File: config.mk
export PLATFORM = sky130hd
export DESIGN_NAME = sram_host_ctrl
export DESIGN_NICKNAME = d
export VERILOG_FILES = /design/src/sram_host_pkg.sv /design/src/sram_host_ctrl.sv /design/src/sram_host_timer.sv
export SDC_FILE = /design/constraint.sdc
export NUM_CORES = 1
export LEC_CHECK = 0
export ABC_AREA = 1
export BUFFER_PORTS_ARGS = -buffer_cell sky130_fd_sc_hd__buf_2
export CORE_MARGIN = 5
export CORE_UTILIZATION = 44
export DETAILED_ROUTE_END_ITERATION = 10
export GPL_TIMING_DRIVEN = 0
export PLACE_DENSITY = 0.79
export RECOVER_POWER = 50
export SLEW_MARGIN = 30
export SYNTH_ARGS = -nofsm -noshare
export SYNTH_HDL_FRONTEND = slang
export SYNTH_SLANG_ARGS = --single-unit
File: constraint.sdc
create_clock -name clock -period 1.2 [get_ports clock]
set_input_delay 0.24 -clock clock [delete_from_list [all_inputs] [get_ports clock]]
set_output_delay 0.24 -clock clock [all_outputs]
set_load 0.01 [all_outputs]
File: src/sram_host_pkg.sv
// Purpose: Shared constants and carriers for the static RAM host controller
// Assumes: 20 MHz system clock, 18-bit word address, 16-bit data
// Notes:   Strobe times are held in ns and turned into cycle counts here
`default_nettype none

package sram_host_pkg;

  localparam int unsigned ADDR_W          = 18;
  localparam int unsigned DATA_W          = 16;
  localparam int unsigned CLK_PERIOD_NS   = 50;

  // Read and write cycle minimum, fast and slow grade
  localparam int unsigned T_CYCLE_FAST_NS = 55;
  localparam int unsigned T_CYCLE_SLOW_NS = 70;
  // Write strobe low minimum
  localparam int unsigned T_WP_FAST_NS    = 45;
  localparam int unsigned T_WP_SLOW_NS    = 55;
  // Data valid before end of write (data_overlap)
  localparam int unsigned T_DW_FAST_NS    = 25;
  localparam int unsigned T_DW_SLOW_NS    = 30;
  // Address set-up before write begins
  localparam int unsigned T_AS_NS         = 0;

  // Least times round up to whole cycles, never below one
  function automatic int unsigned ns_to_cyc(input int unsigned ns);
    int unsigned c;
    c = (ns + CLK_PERIOD_NS - 1) / CLK_PERIOD_NS;
    return (c < 1) ? 1 : c;
  endfunction

  localparam int unsigned CYC_W           = 4;
  localparam logic [3:0]  RD_CYC_FAST     = 4'(ns_to_cyc(T_CYCLE_FAST_NS));
  localparam logic [3:0]  RD_CYC_SLOW     = 4'(ns_to_cyc(T_CYCLE_SLOW_NS));
  localparam logic [3:0]  WP_CYC_FAST     = 4'(ns_to_cyc(T_WP_FAST_NS));
  localparam logic [3:0]  WP_CYC_SLOW     = 4'(ns_to_cyc(T_WP_SLOW_NS));
  localparam logic [3:0]  DW_CYC_FAST     = 4'(ns_to_cyc(T_DW_FAST_NS));
  localparam logic [3:0]  DW_CYC_SLOW     = 4'(ns_to_cyc(T_DW_SLOW_NS));
  localparam logic [3:0]  AS_CYC          = 4'(ns_to_cyc(T_AS_NS));

  // Pin levels when idle
  localparam logic        STROBE_IDLE     = 1'b1;

  // User request: address, data, lane enables (active high), direction
  typedef struct packed {
    logic [ADDR_W-1:0] addr;
    logic [DATA_W-1:0] wdata;
    logic [1:0]        lanes;
    logic              write;
  } sram_req_t;

  // Control strobes toward the memory, all active low
  typedef struct packed {
    logic chip_sel_n;
    logic out_gate_n;
    logic wr_strobe_n;
    logic low_lane_sel_n;
    logic high_lane_sel_n;
  } sram_ctl_t;

  localparam sram_ctl_t CTL_IDLE = '{chip_sel_n: STROBE_IDLE, out_gate_n: STROBE_IDLE,
                                     wr_strobe_n: STROBE_IDLE, low_lane_sel_n: STROBE_IDLE,
                                     high_lane_sel_n: STROBE_IDLE};

endpackage

`default_nettype wire

File: src/sram_host_ctrl.sv
// Purpose: Host-side controller driving an asynchronous 256K x 16 static RAM
// Assumes: One 20 MHz clock; speed grade chosen by a static input
// Notes:   Pins are driven from flops; data pins are split in/out/enable
`default_nettype none

module sram_host_ctrl
  import sram_host_pkg::*;
(
  input  wire logic              clock,
  input  wire logic              rstn,
  input  wire logic              slow_grade,
  input  wire logic              req_valid,
  input  wire sram_req_t         req,
  output var  logic              req_ready,
  output var  logic              rsp_valid,
  output var  logic [DATA_W-1:0] rsp_rdata,
  output var  logic [ADDR_W-1:0] word_addr_in,
  output var  sram_ctl_t         ctl,
  input  wire logic [DATA_W-1:0] data_pins_i,
  output var  logic [DATA_W-1:0] data_pins_o,
  output var  logic [DATA_W-1:0] data_pins_oe
);

  // Setup lets the address settle before any strobe falls; recovery holds it
  // one more cycle after the strobes rise, so a write ends on a quiet bus
  typedef enum logic [2:0] {
    ST_IDLE,
    ST_SETUP,
    ST_READ,
    ST_WRITE,
    ST_RECOVER
  } state_t;

  state_t            state_q;
  logic              timer_load;
  logic [CYC_W-1:0]  timer_count;
  logic              timer_done;
  logic [1:0]        lanes_q;
  logic              is_write_q;
  logic [CYC_W-1:0]  rd_cyc;
  logic [CYC_W-1:0]  wp_cyc;
  logic [DATA_W-1:0] rd_sync1_q;
  logic [DATA_W-1:0] rd_sync2_q;
  logic              accept;

  // Byte lane enables (bit 1 upper, bit 0 lower) widened to one bit per pin
  function automatic logic [DATA_W-1:0] lane_mask(input logic [1:0] lanes);
    return {{8{lanes[1]}}, {8{lanes[0]}}};
  endfunction

  // Longer of two counts; one strobe phase has to meet both minimums at once
  function automatic logic [CYC_W-1:0] longer(input logic [CYC_W-1:0] a,
                                               input logic [CYC_W-1:0] b);
    return (a > b) ? a : b;
  endfunction

  // Grade picks the phase lengths; data is driven from the strobe's fall, so
  // the write pulse must also cover the data lead before the strobe rises
  assign rd_cyc = slow_grade ? RD_CYC_SLOW : RD_CYC_FAST;
  assign wp_cyc = slow_grade ? longer(WP_CYC_SLOW, DW_CYC_SLOW)
                             : longer(WP_CYC_FAST, DW_CYC_FAST);
  assign accept = req_valid && req_ready && (req.lanes != 2'h0);

  // One shared down counter paces setup and the strobe phase; only one phase runs at a time
  sram_host_timer sram_host_timer_inst (
    .clock (clock),
    .rstn  (rstn),
    .load  (timer_load),
    .count (timer_count),
    .done  (timer_done)
  );

  // Timer loads: setup, strobe phase, recovery
  // Setup and the strobe phase reload the counter on the edge at which their own count runs out
  always_comb begin
    timer_load  = 1'b0;
    timer_count = AS_CYC;
    case (state_q)
      ST_IDLE: begin
        timer_load  = accept;
        timer_count = AS_CYC;
      end
      ST_SETUP: begin
        timer_load  = timer_done;
        timer_count = is_write_q ? wp_cyc : rd_cyc;
      end
      ST_READ, ST_WRITE: begin
        timer_load  = timer_done;
        timer_count = AS_CYC;
      end
      default: begin
        timer_load  = 1'b0;
        timer_count = AS_CYC;
      end
    endcase
  end

  // Phase sequencer
  // Setup, read and write exits wait on done, so none can be cut shorter than its count; recovery always lasts one cycle
  always_ff @(posedge clock) begin
    if (!rstn) begin
      state_q <= ST_IDLE;
    end else begin
      case (state_q)
        ST_IDLE:    if (accept) state_q <= ST_SETUP;
        ST_SETUP:   if (timer_done) state_q <= is_write_q ? ST_WRITE : ST_READ;
        ST_READ:    if (timer_done) state_q <= ST_RECOVER;
        ST_WRITE:   if (timer_done) state_q <= ST_RECOVER;
        // Recovery keeps the address one cycle past the strobe rise
        ST_RECOVER: state_q <= ST_IDLE;
        default:    state_q <= ST_IDLE;
      endcase
    end
  end

  // Request capture; address held from setup through recovery
  always_ff @(posedge clock) begin
    if (!rstn) begin
      word_addr_in <= '0;
      data_pins_o  <= '0;
      lanes_q      <= 2'h0;
      is_write_q   <= 1'b0;
    end else if (accept) begin
      word_addr_in <= req.addr;
      data_pins_o  <= req.wdata;
      lanes_q      <= req.lanes;
      is_write_q   <= req.write;
    end
  end

  // Control strobes, all solid levels from reset onward
  // Select, lanes and gate move on one edge together, so no pin is left
  // at an undefined level between phases
  always_ff @(posedge clock) begin
    if (!rstn) begin
      ctl <= CTL_IDLE;
    end else begin
      ctl <= CTL_IDLE;
      if ((state_q == ST_SETUP && timer_done) || (state_q == ST_READ && !timer_done) ||
          (state_q == ST_WRITE && !timer_done)) begin
        ctl.chip_sel_n      <= 1'b0;
        ctl.low_lane_sel_n  <= !lanes_q[0];
        ctl.high_lane_sel_n <= !lanes_q[1];
        ctl.out_gate_n      <= is_write_q;
        ctl.wr_strobe_n     <= !is_write_q;
      end
    end
  end

  // Drive data throughout the strobe, released one cycle after strobe rises
  // The late release gives hold time at the write end for one dead cycle
  always_ff @(posedge clock) begin
    if (!rstn) begin
      data_pins_oe <= '0;
    end else if (state_q == ST_SETUP && is_write_q) begin
      data_pins_oe <= lane_mask(lanes_q);
    end else if (state_q == ST_RECOVER || state_q == ST_IDLE) begin
      data_pins_oe <= '0;
    end
  end

  // Two-stage sampling of the read data pins
  // The memory answers with no clock of its own; two flops keep a pin that
  // changes near the edge from reaching the response register
  always_ff @(posedge clock) begin
    if (!rstn) begin
      rd_sync1_q <= '0;
      rd_sync2_q <= '0;
    end else begin
      rd_sync1_q <= data_pins_i;
      rd_sync2_q <= rd_sync1_q;
    end
  end

  // Sample at recovery: the pins were taken two edges back, one cycle after the strobe fell
  // Unselected lanes read as zero, since the pins there carry no data
  always_ff @(posedge clock) begin
    if (!rstn) begin
      rsp_valid <= 1'b0;
      rsp_rdata <= '0;
    end else begin
      rsp_valid <= (state_q == ST_RECOVER);
      if (state_q == ST_RECOVER && !is_write_q) begin
        rsp_rdata <= rd_sync2_q & lane_mask(lanes_q);
      end
    end
  end

  // Ready only while idle and no new request is taken this cycle
  // Registered, so a take and the next ready can never fall on one edge
  always_ff @(posedge clock) begin
    if (!rstn) begin
      req_ready <= 1'b0;
    end else begin
      req_ready <= (state_q == ST_IDLE) && !accept;
    end
  end

endmodule

`default_nettype wire

File: src/sram_host_timer.sv
// Purpose: Down counter that paces each strobe phase in whole clock cycles
// Assumes: Load and count share one clock; load wins over counting
// Notes:   done is a registered level, high while the count sits at zero
`default_nettype none

module sram_host_timer
  import sram_host_pkg::*;
(
  input  wire logic             clock,
  input  wire logic             rstn,
  input  wire logic             load,
  input  wire logic [CYC_W-1:0] count,
  output var  logic             done
);

  logic [CYC_W-1:0] cnt_q;

  // Loading count N makes done rise N-1 edges later, so the phase lasts N cycles
  always_ff @(posedge clock) begin
    if (!rstn) begin
      cnt_q <= '0;
      done  <= 1'b1;
    end else if (load) begin
      cnt_q <= count - 4'h1;
      done  <= (count <= 4'h1);
    end else if (cnt_q != '0) begin
      cnt_q <= cnt_q - 4'h1;
      done  <= (cnt_q == 4'h1);
    end
  end

endmodule

`default_nettype wire

==> flow_metrics.tcl <==
set metrics [dict create \
    clock_sinks 102 \
    critical_path_required_ns 1.46 \
    drt_wl_total_um 8874 \
    synth_edf_count 0 \
    cts_tree "built" \
    fp.dieH_um 100.3 \
    place.gp.congestion 0.8454 \
    setup.worst_path.start_class "flop" \
    die_w_um 100.3 \
    setup_viol 21 \
    outcome "complete, but fails checks" \
    gr-total-overflow 0 \
    post-dp-hpwl_um 6329 \
    avgViaCountPerCell 4.653 \
    p_per_area_nw_per_um2 1696 \
    seq_area_sq_um 2058 \
    tns_ns -0.8199 \
    place_ws_ns -0.1725 \
    die-area_sq_um 10070 \
    p_leak_nw 2.405 \
    hold_slack_ns 0.05122 \
    synthCells 440 \
    initial_core_util_pct 44.37 \
    drv_slew 0 \
    setup_ws_ns -0.1108 \
    multi_input_area_sq_um 1309 \
    finalInstanceArea_sq_um 4782 \
    synthTopCellsByArea "dfxtp_1 (57%), nor2_1 (9.1%), nand2_1 (7.5%)" \
    synthToLayoutAreaGrowth_pct 33.17 \
    holdPathStages 3 \
    stdcell_count 697 \
    rsz0062_at_grt "true" \
    clk_path_buf_depth 2 \
    worstMarginPinSlew_ns 0.5551 \
    core-area_sq_um 8093 \
    synth_flop_cell "dfxtp_1" \
    synthTopCellsByCount "dfxtp_1 (102), nor2_1 (87), nand2_1 (72), inv_1 (44), o21ai_0 (37)" \
    synth_top_area_share_pct 56.86 \
    antenna_found_initial 0 \
    diodes 0 \
    min_period_over_period_pct 109.2 \
    ios 130 \
    cpLargestDelayFamily "simple AND/OR/NAND/NOR gates" \
    first_pass_iters 4 \
    critPathArrivalTime_ns 1.57 \
    r2r_end "sram_host_timer_inst.cnt_q[0]$_SDFFE_PN0P_" \
    vdd_drop_max_uv 824.0 \
    drc 0 \
    place_inst 673 \
    ys_types 21 \
    synth_nets 500 \
    async_reset_ff_share_pct 0 \
    fin_crit_ns 1.311 \
    hold_start "data_pins_i[15]" \
    fin_skew_ns 0.01291 \
    clock_latency_ns 0.37 \
    fillers 732 \
    rows 33 \
    min_to "rd_sync1_q[15]$_SDFF_PN0_" \
    drive_above_1_share_pct 32.60 \
    clkTransAtPathRegs_ns 0.10 \
    endpoint_kind "flop" \
    hold_violations 0 \
    drt_iter0_markers 83 \
    hold_class "in -> reg" \
    portBuffers 128 \
    netlist_area_sq_um 3591 \
    r2r_cells 6 \
    nNetsFinal 647 \
    clockRootBuffer "clkbuf_8" \
    yosysWarnings 0 \
    final_core_util_pct 59.09 \
    track_usage_pct 17.46 \
    fmax_mhz 762.9 \
    yosysMostFrequentCell "dfxtp_1" \
    cp_cell_sequence "inv_2 > ha_4 > nor3b_4 > nand3_2 > o21bai_1 > nor2_1" \
    cts_hold_buf 0 \
    ys_seq_area_share_pct 56.86 \
    htree_levels 3 \
    placed_cell_area_sq_um 4368 \
    synth_seq_cells 102 \
    maxCapViolCount 0 \
    worstPathMaxFanout 5 \
    syn_area_per_cell_sq_um 8.161 \
    slowest_delay_ns 0.34 \
    grt_max_degree 20 \
    routedWlPerCell_um 12.73 \
    path_class "reg -> reg" \
    maxSlewHeadroom_pct 63.00 \
    ant_nets 0 \
    grt_pass1_wl_um 14240 \
    critPathBufInv 1 \
    r2r_start "sram_host_timer_inst.cnt_q[1]$_SDFFE_PN0P_" \
    vias 3243 \
    yosys.area.top_type "dfxtp_1" \
    critPathSlowestCell "dfxtp_2" \
    grt_pass1_vias 3260 \
    p_total_mw 8.109 \
    cts_made_buffers 9 \
    rrSetupSlack_ns -0.11 \
    violations "setup timing" \
]
worst register-to-register path, cell delays in order, from the launching register on:
cell and delay (ns):
dfxtp_2 0.34, inv_2 0.09, ha_4 0.13, nor3b_4 0.24, nand3_2 0.17, o21bai_1 0.18
nor2_1 0.06
sequential cells by signal, summed over array words and instances, names as in the netlist:
| register | cells |
|---|---|
| sram_host_timer_inst.cnt_q | 4 |
| data_pins_o | 16 |
| rd_sync2_q | 16 |
| rd_sync1_q | 16 |
| ctl | 5 |
| lanes_q | 2 |
| rsp_valid | 1 |
| sram_host_timer_inst.done | 1 |
| data_pins_oe | 2 |
| state_q | 3 |
| word_addr_in | 18 |
| is_write_q | 1 |
| req_ready | 1 |
| rsp_rdata | 16 |
layer usage:
metal,vias to the layer above,track usage [%],wire length (um)
met5,-,0,0
met4,0,7.668,163
met3,17,5.420,628
met2,97,31.24,4623
met1,1482,18.82,3458
li1,1647,-,-
what timing repair did:
action,CTS,global route
gates cloned,0,1
gates resized for setup,29,49
pin swaps,3,15
endpoints found under the setup margin,62,65
endpoints found under the hold margin,0,0
buffers inserted,5,2
kinds of logic after synthesis:
kind of cell	Yosys count	share of synthesized area, %
and+or+nand+nor	193	22.65
DFF	102	56.86
buffers and inverters	81	10.66
AOI/OAI and AO/OA	59	8.293
adders and majority gates	3	1.045
xor gates and xnor gates	2	0.4879
power breakdown:
group,leakage [nW],switching [mW],internal [mW]
sequential,0.839,0.225,3.75
combinational,1.47,1.19,0.881
clock,0.0918,1.26,0.809
final cells by class:
type	count	area share (%)
clock buffers	9	2.590
inverters	44	3.454
plain buffers	37	5.259
repair buffers	136	14.15
multi-input cells	257	27.37
well taps	105	2.747
flip-flops and latches	102	43.04
clock inverters	7	1.387
layout by cell type, fill, tap and decap left out, types with 6 or more instances in the layout:
master and instances:
a21oi_2 6, clkbuf_1 36, buf_2 105, buf_6 9, nor2_1 81, a21oi_1 15, inv_2 6, dfxtp_1 95
inv_1 38, o21ai_0 30, buf_4 20, nand3b_1 16, clkbuf_8 9, nand2_1 68
how the worst max path moves through the flow:
stage | from | endpoint | slack (ns) | cells past startpoint
2_1_floorplan | req_ready$_SDFF_PN0_ | data_pins_o[12]$_SDFFE_PN0P_ | 0.0002 | 7
4_1_cts | data_pins_oe[7]$_SDFFE_PN0P_ | data_pins_oe[6] | -0.06 | 2
3_3_place_gp | sram_host_timer_inst.cnt_q[0]$_SDFFE_PN0P_ | sram_host_timer_inst.cnt_q[0]$_SDFFE_PN0P_ | -0.09 | 7
3_5_place_dp | sram_host_timer_inst.cnt_q[0]$_SDFFE_PN0P_ | sram_host_timer_inst.cnt_q[0]$_SDFFE_PN0P_ | -0.17 | 6
6_report | sram_host_timer_inst.cnt_q[1]$_SDFFE_PN0P_ | sram_host_timer_inst.cnt_q[0]$_SDFFE_PN0P_ | -0.11 | 6
5_1_grt | sram_host_timer_inst.cnt_q[1]$_SDFFE_PN0P_ | sram_host_timer_inst.cnt_q[0]$_SDFFE_PN0P_ | -0.17 | 6
Note: power is estimated with default switching activity, not from simulation.
